===== src/hub_cfg_map.vh =====
// Purpose: offsets, field positions, reset values and timing counts
// Assumes: core clock of 200 MHz (5 ns period)
// Notes: times kept in microseconds times ten, counts derived from them
`ifndef HUB_CFG_MAP_VH
`define HUB_CFG_MAP_VH

// ==========================================================
// byte offsets in the configuration space
`define OFS_POWER_TIMER_OPTIONS 4'h7
`define OFS_FIXED_PORT_FLAGS 4'h8
`define OFS_PORT_OFF_SELF 4'h9
`define OFS_PORT_OFF_BUS 4'ha
`define OFS_CURRENT_SELF 4'hb
`define OFS_CURRENT_BUS 4'hc

// ==========================================================
// field positions
`define BIT_DYNAMIC_POWER 7
`define BIT_COMPOUND 3
`define FLD_OC_DELAY_HI 5
`define FLD_OC_DELAY_LO 4
`define BIT_PORT1 1
`define BIT_PORT2 2
`define PORT_MASK 8'h06
`define OPTIONS_MASK 8'hb8

// ==========================================================
// reset values
`define RST_POWER_TIMER_OPTIONS 8'h90
`define RST_FIXED_PORT_FLAGS 8'h00
`define RST_PORT_OFF_SELF 8'h00
`define RST_PORT_OFF_BUS 8'h00
`define RST_CURRENT_SELF 8'h01
`define RST_CURRENT_BUS 8'h64

// ==========================================================
// over-current delays in units of 0.1 us
`define OC_TIME_0_TENTH_US 1000
`define OC_TIME_1_TENTH_US 20000
`define OC_TIME_2_TENTH_US 40000
`define OC_TIME_3_TENTH_US 60000
`define CLK_PERIOD_NS 5
// the same delays as core clock cycles, sized for the timer
`define OC_LIMIT_0 21'h004e20
`define OC_LIMIT_1 21'h061a80
`define OC_LIMIT_2 21'h0c3500
`define OC_LIMIT_3 21'h124f80
`define OC_CYCLES(t) (((t) * 100) / `CLK_PERIOD_NS)

`endif


===== src/hub_power_port_config.v =====
// Purpose: configuration bytes 0x7..0xc of a two-port hub
// Assumes: loader (EEPROM or SMBus) writes bytes before attach
// Notes: outputs show the settings for the current power mode
`timescale 1ns/10ps
`include "hub_cfg_map.vh"

// Notes on behaviour
// - dynamic bit enables automatic self/bus switching
// - two-bit field selects over-current delay
// - bit 3 marks compound device
// - bits 1,2 flag ports non-removable
// - self-powered byte disables ports 1,2
// - bus-powered byte disables ports 1,2
// - self-powered current byte in 2 mA units
// - bus-powered current byte in 2 mA units
// - dynamic mode ignores select bit, uses sense
// - non-removable flags only for compound device
module hub_power_port_config (
  input wire CLK_I,
  input wire RSTN_I,
  input wire CFG_WR_I,
  input wire CFG_RD_I,
  input wire [3:0] CFG_ADDR_I,
  input wire [7:0] CFG_WDATA_I,
  input wire POWER_SOURCE_SELECT_I,
  input wire LOCAL_POWER_SENSE_I,
  input wire OVERCURRENT_I,
  output reg [7:0] CFG_RDATA_O,
  output reg SELF_POWERED_O,
  output reg COMPOUND_O,
  output reg [2:1] PORT_FIXED_O,
  output reg [2:1] PORT_DISABLED_O,
  output reg [7:0] UPSTREAM_CURRENT_O,
  output reg [1:0] OVERCURRENT_DELAY_SELECT_O,
  output reg OVERCURRENT_FAULT_O
);
  // ========================================================
  // configuration bytes
  reg [7:0] power_timer_options;
  reg [7:0] fixed_port_flags;
  reg [7:0] port_off_self_powered;
  reg [7:0] port_off_bus_powered;
  reg [7:0] upstream_current_self_powered;
  reg [7:0] upstream_current_bus_powered;

  // ========================================================
  // pin synchronisers
  wire [2:0] pin_raw;
  wire [2:0] pin_sync;
  wire sense_pin;
  wire oc_pin;
  wire select_pin;

  assign pin_raw = {POWER_SOURCE_SELECT_I, OVERCURRENT_I,
    LOCAL_POWER_SENSE_I};
  // one two-stage synchroniser per pin; only stage b is read
  genvar s;
  generate
    for (s = 0; s < 3; s = s + 1) begin : g_sync
      reg stage_a;
      reg stage_b;
      always @(posedge CLK_I or negedge RSTN_I) begin
        if (!RSTN_I) begin
          stage_a <= 1'b0;
          stage_b <= 1'b0;
        end else begin
          stage_a <= pin_raw[s];
          stage_b <= stage_a;
        end
      end
      assign pin_sync[s] = stage_b;
    end
  endgenerate
  assign sense_pin = pin_sync[0];
  assign oc_pin = pin_sync[1];
  assign select_pin = pin_sync[2];

  // ========================================================
  // write decode; one enable per byte
  wire wr_options;
  wire wr_fixed;
  wire wr_off_self;
  wire wr_off_bus;
  wire wr_cur_self;
  wire wr_cur_bus;
  wire [7:0] wdata_ports;

  // decoded once so each byte register sees a single enable
  assign wr_options = CFG_WR_I & (CFG_ADDR_I == `OFS_POWER_TIMER_OPTIONS);
  assign wr_fixed = CFG_WR_I & (CFG_ADDR_I == `OFS_FIXED_PORT_FLAGS);
  assign wr_off_self = CFG_WR_I & (CFG_ADDR_I == `OFS_PORT_OFF_SELF);
  assign wr_off_bus = CFG_WR_I & (CFG_ADDR_I == `OFS_PORT_OFF_BUS);
  assign wr_cur_self = CFG_WR_I & (CFG_ADDR_I == `OFS_CURRENT_SELF);
  assign wr_cur_bus = CFG_WR_I & (CFG_ADDR_I == `OFS_CURRENT_BUS);
  // reserved bits forced to zero on write so reads show them clear
  assign wdata_ports = CFG_WDATA_I & `PORT_MASK;

  // ========================================================
  // power and timer options byte
  always @(posedge CLK_I or negedge RSTN_I) begin
    if (!RSTN_I) begin
      power_timer_options <= `RST_POWER_TIMER_OPTIONS;
    end else if (wr_options) begin
      power_timer_options <= CFG_WDATA_I & `OPTIONS_MASK;
    end
  end

  // ========================================================
  // port flag bytes
  always @(posedge CLK_I or negedge RSTN_I) begin
    if (!RSTN_I) begin
      fixed_port_flags <= `RST_FIXED_PORT_FLAGS;
    end else if (wr_fixed) begin
      fixed_port_flags <= wdata_ports;
    end
  end

  always @(posedge CLK_I or negedge RSTN_I) begin
    if (!RSTN_I) begin
      port_off_self_powered <= `RST_PORT_OFF_SELF;
    end else if (wr_off_self) begin
      port_off_self_powered <= wdata_ports;
    end
  end

  always @(posedge CLK_I or negedge RSTN_I) begin
    if (!RSTN_I) begin
      port_off_bus_powered <= `RST_PORT_OFF_BUS;
    end else if (wr_off_bus) begin
      port_off_bus_powered <= wdata_ports;
    end
  end

  // ========================================================
  // upstream current bytes
  always @(posedge CLK_I or negedge RSTN_I) begin
    if (!RSTN_I) begin
      upstream_current_self_powered <= `RST_CURRENT_SELF;
    end else if (wr_cur_self) begin
      upstream_current_self_powered <= CFG_WDATA_I;
    end
  end

  always @(posedge CLK_I or negedge RSTN_I) begin
    if (!RSTN_I) begin
      upstream_current_bus_powered <= `RST_CURRENT_BUS;
    end else if (wr_cur_bus) begin
      upstream_current_bus_powered <= CFG_WDATA_I;
    end
  end

  // ========================================================
  // read back; unmapped offsets read zero
  reg [7:0] next_rdata;
  always @* begin
    case (CFG_ADDR_I)
      `OFS_POWER_TIMER_OPTIONS: begin
        next_rdata = power_timer_options;
      end
      `OFS_FIXED_PORT_FLAGS: begin
        next_rdata = fixed_port_flags;
      end
      `OFS_PORT_OFF_SELF: begin
        next_rdata = port_off_self_powered;
      end
      `OFS_PORT_OFF_BUS: begin
        next_rdata = port_off_bus_powered;
      end
      `OFS_CURRENT_SELF: begin
        next_rdata = upstream_current_self_powered;
      end
      `OFS_CURRENT_BUS: begin
        next_rdata = upstream_current_bus_powered;
      end
      default: begin
        next_rdata = 8'h00;
      end
    endcase
  end

  // ========================================================
  // read data register; holds until the next read
  always @(posedge CLK_I or negedge RSTN_I) begin
    if (!RSTN_I) begin
      CFG_RDATA_O <= 8'h00;
    end else if (CFG_RD_I) begin
      CFG_RDATA_O <= next_rdata;
    end
  end

  // ========================================================
  // power mode decision
  wire dynamic_on;
  wire compound;
  wire next_self;
  assign dynamic_on = power_timer_options[`BIT_DYNAMIC_POWER];
  assign compound = power_timer_options[`BIT_COMPOUND];
  // sense pin rules when switching is on, else the select strap
  assign next_self = dynamic_on ? sense_pin : select_pin;

  // ========================================================
  // per-port selection; follows the power mode every cycle
  wire [2:1] next_fixed;
  wire [2:1] next_disabled;
  wire [7:0] next_current;

  genvar p;
  generate
    for (p = `BIT_PORT1; p <= `BIT_PORT2; p = p + 1) begin : g_port
      // flags meaningless for a standalone hub
      assign next_fixed[p] = compound & fixed_port_flags[p];
      assign next_disabled[p] = next_self ? port_off_self_powered[p] :
        port_off_bus_powered[p];
    end
  endgenerate
  // current limit not policed here; loader owns it
  assign next_current = next_self ? upstream_current_self_powered :
    upstream_current_bus_powered;

  // ========================================================
  // power mode output
  always @(posedge CLK_I or negedge RSTN_I) begin
    if (!RSTN_I) begin
      SELF_POWERED_O <= 1'b0;
    end else begin
      SELF_POWERED_O <= next_self;
    end
  end

  // ========================================================
  // compound output
  always @(posedge CLK_I or negedge RSTN_I) begin
    if (!RSTN_I) begin
      COMPOUND_O <= 1'b0;
    end else begin
      COMPOUND_O <= compound;
    end
  end

  // ========================================================
  // non-removable port output
  always @(posedge CLK_I or negedge RSTN_I) begin
    if (!RSTN_I) begin
      PORT_FIXED_O <= 2'b00;
    end else begin
      PORT_FIXED_O <= next_fixed;
    end
  end

  // ========================================================
  // disabled port output
  always @(posedge CLK_I or negedge RSTN_I) begin
    if (!RSTN_I) begin
      PORT_DISABLED_O <= 2'b00;
    end else begin
      PORT_DISABLED_O <= next_disabled;
    end
  end

  // ========================================================
  // upstream current output
  always @(posedge CLK_I or negedge RSTN_I) begin
    if (!RSTN_I) begin
      UPSTREAM_CURRENT_O <= 8'h00;
    end else begin
      UPSTREAM_CURRENT_O <= next_current;
    end
  end

  // ========================================================
  // over-current delay code output
  always @(posedge CLK_I or negedge RSTN_I) begin
    if (!RSTN_I) begin
      OVERCURRENT_DELAY_SELECT_O <= 2'b01;
    end else begin
      OVERCURRENT_DELAY_SELECT_O <=
        power_timer_options[`FLD_OC_DELAY_HI:`FLD_OC_DELAY_LO];
    end
  end

  // ========================================================
  // over-current timer
  wire oc_fault;
  oc_delay_counter u_oc (
    .clk(CLK_I),
    .rstn(RSTN_I),
    .delay_select(power_timer_options[`FLD_OC_DELAY_HI:`FLD_OC_DELAY_LO]),
    .sense(oc_pin),
    .fault(oc_fault)
  );

  // ========================================================
  // fault output; registered so the pin never glitches

  always @(posedge CLK_I or negedge RSTN_I) begin
    if (!RSTN_I) begin
      OVERCURRENT_FAULT_O <= 1'b0;
    end else begin
      OVERCURRENT_FAULT_O <= oc_fault;
    end
  end
endmodule


===== src/oc_delay_counter.v =====
// Purpose: over-current qualification timer
// Assumes: over-current input already synchronised
// Notes: fault reported after the input held for the full delay
`timescale 1ns/10ps
`include "hub_cfg_map.vh"
module oc_delay_counter (
  input wire clk,
  input wire rstn,
  input wire [1:0] delay_select,
  input wire sense,
  output reg fault
);
  // ========================================================
  // delay table
  reg [20:0] limit;
  reg [20:0] count;

  always @* begin
    case (delay_select)
      2'b00: limit = `OC_LIMIT_0;
      2'b01: limit = `OC_LIMIT_1;
      2'b10: limit = `OC_LIMIT_2;
      2'b11: limit = `OC_LIMIT_3;
      default: limit = `OC_LIMIT_1;
    endcase
  end

  // ========================================================
  // counter; a short glitch restarts the wait
  always @(posedge clk or negedge rstn) begin
    if (!rstn) begin
      count <= 21'h000000;
      fault <= 1'b0;
    end else if (!sense) begin
      count <= 21'h000000;
      fault <= 1'b0;
    end else if (count >= limit - 21'h000001) begin
      fault <= 1'b1;
    end else begin
      count <= count + 21'h000001;
    end
  end
endmodule


===== config.mk =====
export PLATFORM = sky130hd
export DESIGN_NAME = hub_power_port_config
export DESIGN_NICKNAME = d
export VERILOG_FILES = /design/src/hub_power_port_config.v /design/src/oc_delay_counter.v
export VERILOG_INCLUDE_DIRS = /design/src
export SDC_FILE = /design/constraint.sdc
export NUM_CORES = 1
export LEC_CHECK = 0
export BUFFER_PORTS_ARGS = -buffer_cell sky130_fd_sc_hd__buf_4
export CAP_MARGIN = 20
export CORE_ASPECT_RATIO = 1.5
export CORE_UTILIZATION = 58
export CTS_BUF_LIST = sky130_fd_sc_hd__clkbuf_8 sky130_fd_sc_hd__clkbuf_16
export DETAILED_ROUTE_END_ITERATION = 8
export PLACE_DENSITY_LB_ADDON = 0.2
export SYNTH_ARGS = -nofsm -noshare
export SYNTH_HDL_FRONTEND = slang
export SYNTH_SLANG_ARGS = --single-unit

===== constraint.sdc =====
create_clock -name CLK_I -period 3.2 [get_ports CLK_I]
set_input_delay 0.64 -clock CLK_I [delete_from_list [all_inputs] [get_ports CLK_I]]
set_output_delay 0.64 -clock CLK_I [all_outputs]
set_load 0.01 [all_outputs]

==> flow_summary.ini, run 1 <==
[run_status]
status = finished, final reports clean

[routing]
wl_mm = 8.37
drc_errors = 0
first_iter_violations = 131
ant_nets = 0
viasPerCell = 5.96
drt_first_pass_iters = 4
via_count = 2880
routedWlPerCell_um = 17.3

[yosys]
netlist_area_mm2 = 0.00394
ys_async_sr_fraction = 1.00
synth_xor_area_frac = 0
synthSimpleGateAreaFrac = 0.153
synth_top_family_by_area = multiplexers
ys.flop_type = dfrtp_1
synth-compound-area-share = 0.0861
seq_area_frac_synth = 0.504
syn_nets = 390
synthCells = 350
synth_warnings = 0
synth_fa_ha_area_frac = 0.0667
muxShareOfSynthArea = 0.158
avgSynthCellArea_um2 = 11.3
synth_enable_flop_cells = 0
synth_cell_type_count = 41
synth_seq_cells = 79

[timing]
fmax_mhz = 328
fin_ws_ns = 0.151
relSlewSlack = 0.354
tightestPinTransition_ns = 0.969
period_share = 0.953
slew_violations = 0
setup_viol = 0
hold_ws_ns = 0.357
finalHoldViolCount = 0
fin_crit_ns = 3.05
skew_ns = 0.00606

[floorplan]
start_util = 0.603
dieArea_mm2 = 0.00713
core_mm2 = 0.00653
rows = 36
io_pins = 44
fp.dieH_um = 103
die_x_um = 69.3

[grt]
gr-total-overflow = 0
grt_pass1_vias = 2910
grt_pass1_wl_mm = 13.5
track_usage = 0.248
grt_max_degree = 80
grt_antenna_before_repair = 0

[hold_path]
hold_path_depth = 0
min_from = g_sync[1].stage_a$_DFF_PN0_
min_path_type = reg2reg
min_to = g_sync[1].stage_b$_DFF_PN0_

[cells_and_area]
n_antenna_cell = 0
nets = 442
drive_gt1_frac = 0.297
area_growth_syn_to_layout_pct = 15.9

[worst_setup_path]
crit_required_ns = 3.48
critPathLaunchType = flip-flop
critical-path-max-stage-delay_ns = 0.58
path_max_fanout = 6
cp_cell_sequence = inv_1 > ha_1 > inv_1 > ha_1 > and4_1 > and3_1 > a2111o_1 > buf_2 > or3_1 > a21oi_1
rrSetupSlack_ns = 0.15
cp_slowest_cell = dfstp_2
r2r-end = u_oc.count[0]$_DFFE_PN0P_
timing.rr.start = power_timer_options[4]$_DFFE_PN1P_
setup.worst_path.end_class = flip-flop
path_class = reg2reg
r2r.worst_path.cells = 10
worstPathArrival_ns = 3.33

[clock_tree]
cts_root_buf = clkbuf_8
clk_path_buf_depth = 2
clock_latency_ns = 0.35
holdBufCountCts = 0
cts.sinks = 79
cts_buffers = 9
cts_max_level = 3
cts_tree = yes
clkTransAtPathRegs_ns = 0.08

[place]
gp_congestion = 0.850
portBuffers = 43
place_ws_ns = 0.158
dp_hpwl_mm = 5.89

[power]
finalPower_w = 0.00240
p_leak_nw = 2.15
powerDensity_mw_per_mm2 = 527
peakVddDrop_mv = 0.408

[job]
maxCapViolations = 0
-- state kept, by name (all words and copies together), names as in the netlist --
signal / flops
port_off_self_powered: 2
u_oc.count: 21
OVERCURRENT_FAULT_O: 1
g_sync.stage_a: 3
UPSTREAM_CURRENT_O: 8
u_oc.fault: 1
fixed_port_flags: 2
power_timer_options: 4
PORT_DISABLED_O: 2
PORT_FIXED_O: 2
COMPOUND_O: 1
upstream_current_bus_powered: 8
port_off_bus_powered: 2
SELF_POWERED_O: 1
upstream_current_self_powered: 8
g_sync.stage_b: 3
OVERCURRENT_DELAY_SELECT_O: 2
CFG_RDATA_O: 8
-- per-stage QoR --
step	area (um^2)	utilization	cells	setup TNS [ns]
after floorplan	3940	-	350	0
after global placement	4350	0.666	462	0
after detailed placement	4350	0.666	462	0
after CTS	4530	0.694	478	0
after global routing	4570	0.699	483	-0.0169
final	4570	0.699	483	0
-- where the power goes --
group	total [W]	switching, W	internal (W)
Sequential	0.00124	0.0000892	0.00115
Clock	0.000677	0.000372	0.000305
Combinational	0.000483	0.000225	0.000258
Total	0.00240	0.000687	0.00172
-- worst max path at each step --
| stage | startpoint | end | cells past startpoint |
|---|---|---|---|
| 4_1_cts | power_timer_options[4]$_DFFE_PN1P_ | u_oc.count[17]$_DFFE_PN0P_ | 9 |
| 5_1_grt | power_timer_options[4]$_DFFE_PN1P_ | u_oc.count[0]$_DFFE_PN0P_ | 10 |
| 2_1_floorplan | power_timer_options[4]$_DFFE_PN1P_ | u_oc.count[2]$_DFFE_PN0P_ | 10 |
| 3_5_place_dp | power_timer_options[4]$_DFFE_PN1P_ | u_oc.count[17]$_DFFE_PN0P_ | 9 |
| 3_3_place_gp | power_timer_options[4]$_DFFE_PN1P_ | u_oc.count[17]$_DFFE_PN0P_ | 9 |
| 6_report | power_timer_options[4]$_DFFE_PN1P_ | u_oc.count[0]$_DFFE_PN0P_ | 10 |
-- critical path: cells and delay by family, from the launching register on --
| kind | cells | cell delay (ns) |
|---|---|---|
| simple gates | 3 | 0.76 |
| flops | 1 | 0.58 |
| buf+inv | 3 | 0.37 |
| fa+ha+maj | 2 | 0.61 |
| compound gates | 2 | 0.67 |
-- placed cells by master (no fill, tap or decap), drive strengths merged, types with 3 or more instances in the layout --
master / n
nand4: 10
dfstp: 7
dfrtp: 72
nand3: 13
nor2: 15
nor3: 10
mux2: 36
nand2: 34
and4: 3
clkbuf: 10
mux2i: 17
and3: 4
nor2b: 3
inv: 18
o21ai: 6
a21oi: 15
ha: 21
buf: 56
a22oi: 6
a2111oi: 3
nand2b: 16
o22ai: 6
-- layer usage --
layer | global-route usage | wire, um | vias up | part of all wire
met2 | 0.462 | 4540 | 76 | 0.54
met4 | 0.144 | 280 | 0 | 0.033
met3 | 0.0567 | 369 | 25 | 0.044
met1 | 0.255 | 3190 | 1421 | 0.38
met5 | 0 | 0 | - | 0
li1 | - | - | 1358 | -
-- Yosys cell counts (3+ instances only) --
cell type | instances | area share
a22oi_1 | 6 | 0.011
nor2_1 | 15 | 0.014
nand2b_1 | 16 | 0.025
a21oi_1 | 15 | 0.019
clkbuf_1 | 10 | 0.0095
and4_1 | 3 | 0.0067
nand2_1 | 34 | 0.032
dfstp_2 | 7 | 0.047
nor3_1 | 10 | 0.013
o22ai_1 | 6 | 0.0095
dfrtp_1 | 72 | 0.46
nand4_1 | 10 | 0.016
buf_2 | 3 | 0.0038
o21ai_0 | 6 | 0.0076
nand3_1 | 13 | 0.017
and3_1 | 4 | 0.0064
mux2i_1 | 17 | 0.043
mux2_2 | 36 | 0.10
inv_1 | 16 | 0.015
ha_1 | 21 | 0.067
-- cells by family after synthesis --
family / after synthesis
AND/OR/NAND/NOR: 118
flip-flops: 79
multiplexers: 55
AO/OA/AOI/OAI: 46
buffers and inverters: 31
adder cells (fa/ha/maj): 21
-- cell type report --
type	instances	area [um^2]
inverters	16	60.1
clock inverters	6	42.5
multi-input cells	240	1830
clock buffers	10	138
repair buffers	56	418
flip-flops and latches	79	1990
well taps	76	95.1
fillers	499	1970
-- what timing repair did --
item | in CTS | in global routing
buffers inserted | 0 | 5
endpoints found under the setup margin | 0 | 2
resized for setup | 0 | 1
Power figures use the tool's default switching activity.
==> inputs of run 2 (changes only) <==
- REMOVE_ABC_BUFFERS: unset -> 1
==> flow_summary.ini, run 2 (same netlist as run 1, synthesis figures left out) <==
[timing]
fmax_mhz = 327
fin_crit_ns = 3.06
finalHoldViolCount = 0
relSlewSlack = 0.462
setup_viol = 0
rsz0062_at_grt = no
fin_ws_ns = 0.143
hold_ws_ns = 0.129
tightestPinTransition_ns = 0.801
skew_ns = 0.00817
setup_tns_ns = 0
period_share = 0.955
slew_violations = 0

[grt]
track_usage = 0.261
grt_pass1_vias = 2935
grt_max_degree = 80
grt_antenna_before_repair = 0
busiest_layer = met2
gr-total-overflow = 0
grt_pass1_wl_mm = 14.2
grt_use_met2 = 0.468
gr-usage-met3 = 0.0655
grt_util_met1 = 0.283

[clock_tree]
clock_latency_ns = 0.36
clkTransAtPathRegs_ns = 0.09
holdBufCountCts = 0
clk_path_buf_depth = 2
cts_tree = yes
cts_root_buf = clkbuf_8
cts_max_level = 3
cts_buffers = 9
cts.sinks = 79

[place]
place_ws_ns = 0.133
portBuffers = 43
gp_congestion = 0.950
dp_hpwl_mm = 5.96

[routing]
viasPerCell = 6.04
routedWlPerCell_um = 18.2
via_count = 2899
first_iter_violations = 140
ant_nets = 0
wl_mm = 8.72
drc_errors = 0
drt_first_pass_iters = 4

[run_status]
status = finished, final reports clean

[cells_and_area]
nets = 439
regMostFlops = u_oc.count
area_growth_syn_to_layout_pct = 18.5
largest_reg_flops = 21
drive_gt1_frac = 0.297
nFillCells = 440
n_antenna_cell = 0
seqCellArea_mm2 = 0.00199
multiInputGateArea_mm2 = 0.00184
final_util = 0.715
layout_commonest_cell = dfrtp_1
final_cell_mix = dfrtp_1, buf_4, mux2_2

[power]
p_leak_nw = 2.18
finalPower_w = 0.00273
peakVddDrop_mv = 0.557
powerDensity_mw_per_mm2 = 584

[floorplan]
io_pins = 44
die_x_um = 69.3
start_util = 0.603
fp.dieH_um = 103
dieArea_mm2 = 0.00713
core_mm2 = 0.00653
rows = 36

[worst_setup_path]
path_max_fanout = 6
critPathLaunchType = flip-flop
path_class = reg2reg
crit_required_ns = 3.48
worstPathArrival_ns = 3.34
setup.worst_path.end_class = flip-flop

[hold_path]
min_path_type = in2async

[job]
maxCapViolations = 0
## run 2: power by group
group | internal [W] | switching, W
logic | 0.000262 | 0.000231
clock network | 0.000599 | 0.000383
registers | 0.00115 | 0.0000956
## run 2: what timing repair did
action | in CTS | in global routing
buffers inserted | 0 | 1
endpoints found under the setup margin | 0 | 2
gates resized for setup | 0 | 2
endpoints found under the hold margin | 0 | 0
## run 2: path summary, 6_finish.rpt
check	start	to	slack, ns	cells past startpoint
worst max-delay path	power_timer_options[4]$_DFFE_PN1P_	u_oc.count[0]$_DFFE_PN0P_	0.14	10
worst min-delay path	RSTN_I	u_oc.count[16]$_DFFE_PN0P_	0.13	1
worst max register to register	power_timer_options[4]$_DFFE_PN1P_	u_oc.count[0]$_DFFE_PN0P_	0.14	10
worst min register to register	g_sync[2].stage_a$_DFF_PN0_	g_sync[2].stage_b$_DFF_PN0_	0.36	0
max in group asynchronous	RSTN_I	upstream_current_self_powered[0]$_DFFE_PN1P_	2.44	2
min in group CLK_I	g_sync[2].stage_a$_DFF_PN0_	g_sync[2].stage_b$_DFF_PN0_	0.36	0
## run 2: critical path, cell delays in order, from the launching register on
cell and delay (ns):
dfstp_2 0.59, inv_1 0.14, ha_4 0.30, inv_1 0.05
ha_1 0.28, and4_1 0.22, and3_1 0.24, a2111o_1 0.52
buf_4 0.19, or3_1 0.30, a21oi_1 0.15
## run 2: area by class of cell
class,instances,share of cell area
clock inverters,7,0.0308
flip-flops and latches,79,0.425
multi-input cells,240,0.395
clock buffers,9,0.0265
well taps,76,0.0204
inverters,16,0.0129
repair buffers,53,0.0895
## run 2: routing by layer
layer	vias to the layer above	wire, um
met4	0	266
met5	-	0
met3	17	377
met1	1455	3340
li1	1349	-
met2	78	4740
## run 2: through the flow
step	instances	instance area (um^2)
4_1_cts	478	4620
3_5_place_dp	462	4350
5_1_grt	480	4670
3_3_place_gp	462	4350
2_1_floorplan	335	3870
6_report	480	4670
==> inputs of run 3 (changes only) <==
- clock period: 3.2 -> 3.3 ns (I/O delays scaled with it)
==> flow_summary.ini, run 3 (same netlist as run 1, synthesis figures left out) <==
[cells_and_area]
largest_reg_flops = 21
drive_gt1_frac = 0.284
regMostFlops = u_oc.count
layout_commonest_cell = dfrtp_1
stdcell_count = 477
n_antenna_cell = 0
final_cell_mix = dfrtp_1, buf_4, mux2_2
nets = 436
area_growth_syn_to_layout_pct = 15.6
nFillCells = 477

[routing]
wl_met3_um = 282
viasPerCell = 5.94
first_iter_violations = 144
routed.top_layer = met4
via_count = 2832
ant_nets = 0
wl_mm = 8.37
drt_first_pass_iters = 4
routedWlPerCell_um = 17.5
wl_met1_mm = 3.23
drc_errors = 0
wl_met2_mm = 4.47

[clock_tree]
cts_resized = 0
cts_root_buf = clkbuf_8
cts_buffers = 9
cts.sinks = 79
cts_max_level = 3
clock_latency_ns = 0.36
cts_setup_buffers = 0
clk_path_buf_depth = 2
holdBufCountCts = 0
clkTransAtPathRegs_ns = 0.09
cts_tree = yes

[run_status]
status = finished, final reports clean

[place]
gp_congestion = 0.921
dp.cells = 461
portBuffers = 43
place_ws_ns = 0.233
dp_hpwl_mm = 6.06

[floorplan]
core_mm2 = 0.00653
rows = 36
fp.dieH_um = 103
dieArea_mm2 = 0.00713
start_util = 0.603
die_x_um = 69.3
io_pins = 44

[worst_setup_path]
path_class = reg2reg
critPathBufInv = 2
setup.worst_path.end_class = flip-flop
critical-path-max-stage-delay_ns = 0.58
worstPathArrival_ns = 3.36
path_max_fanout = 11
critPathTopFamily = simple AND/OR/NAND/NOR gates
cp_cell_sequence = inv_1 > ha_1 > inv_1 > ha_1 > and4_1 > and3_1 > a2111o_1 > or4_1 > a21oi_1
crit_required_ns = 3.60
cp_slowest_cell = dfstp_2
critPathLaunchType = flip-flop

[grt]
gr-total-overflow = 0
grt_max_degree = 80
track_usage = 0.250
grt_pass1_wl_mm = 13.4
grt_pass1_vias = 2861
grt_antenna_before_repair = 0

[timing]
fmax_mhz = 326
tightestPinTransition_ns = 0.956
skew_ns = 0.0108
hold_ws_ns = 0.349
rsz0062_at_grt = no
relSlewSlack = 0.363
finalHoldViolCount = 0
slew_violations = 0
fin_crit_ns = 3.07
setup_viol = 0
setup_tns_ns = 0
period_share = 0.929
fin_ws_ns = 0.233

[hold_path]
min_path_type = reg2reg

[power]
finalPower_w = 0.00245
p_leak_nw = 2.14
peakVddDrop_mv = 0.479
powerDensity_mw_per_mm2 = 537

[job]
maxCapViolations = 0
## run 3: metal layers
metal  vias up  global-route usage
met5         -                   0
met4         0               0.155
met3        28              0.0587
met2        66               0.454
met1      1388               0.262
li1       1350                   -
## run 3: worst paths after layout
path / startpoint / to / slack (ns) / cells past startpoint
max: power_timer_options[4]$_DFFE_PN1P_ / u_oc.count[17]$_DFFE_PN0P_ / 0.23 / 9
min: g_sync[0].stage_a$_DFF_PN0_ / g_sync[0].stage_b$_DFF_PN0_ / 0.35 / 0
max reg2reg: power_timer_options[4]$_DFFE_PN1P_ / u_oc.count[17]$_DFFE_PN0P_ / 0.23 / 9
min reg2reg: g_sync[0].stage_a$_DFF_PN0_ / g_sync[0].stage_b$_DFF_PN0_ / 0.35 / 0
max in group asynchronous: RSTN_I / upstream_current_self_powered[5]$_DFFE_PN0P_ / 2.24 / 1
min in group asynchronous: RSTN_I / u_oc.count[2]$_DFFE_PN0P_ / 0.45 / 1
## run 3: metrics by stage
step / instance area (um^2) / util
after floorplan: 3870 / -
after global placement: 4340 / 0.665
after detailed placement: 4340 / 0.665
after CTS: 4550 / 0.697
after global routing: 4550 / 0.697
final: 4550 / 0.697
## run 3: layout make-up
cell class                 instances  area [um^2]  share of cell area
multi-input combinational        240         1830               0.401
inverter                          16         60.1              0.0132
clock inverter                     7         87.6              0.0192
clock buffer                       9          124              0.0272
timing repair buffer              50          375              0.0824
tap                               76         95.1              0.0209
sequential                        79         1990               0.436
## run 3: where the power goes
part	switching (W)	internal [W]	leakage, nW	total (W)
sequential	0.0000901	0.00112	1.00	0.00121
clock	0.000352	0.000422	0.115	0.000774
combinational	0.000217	0.000247	1.03	0.000464
total	0.000659	0.00179	2.14	0.00245
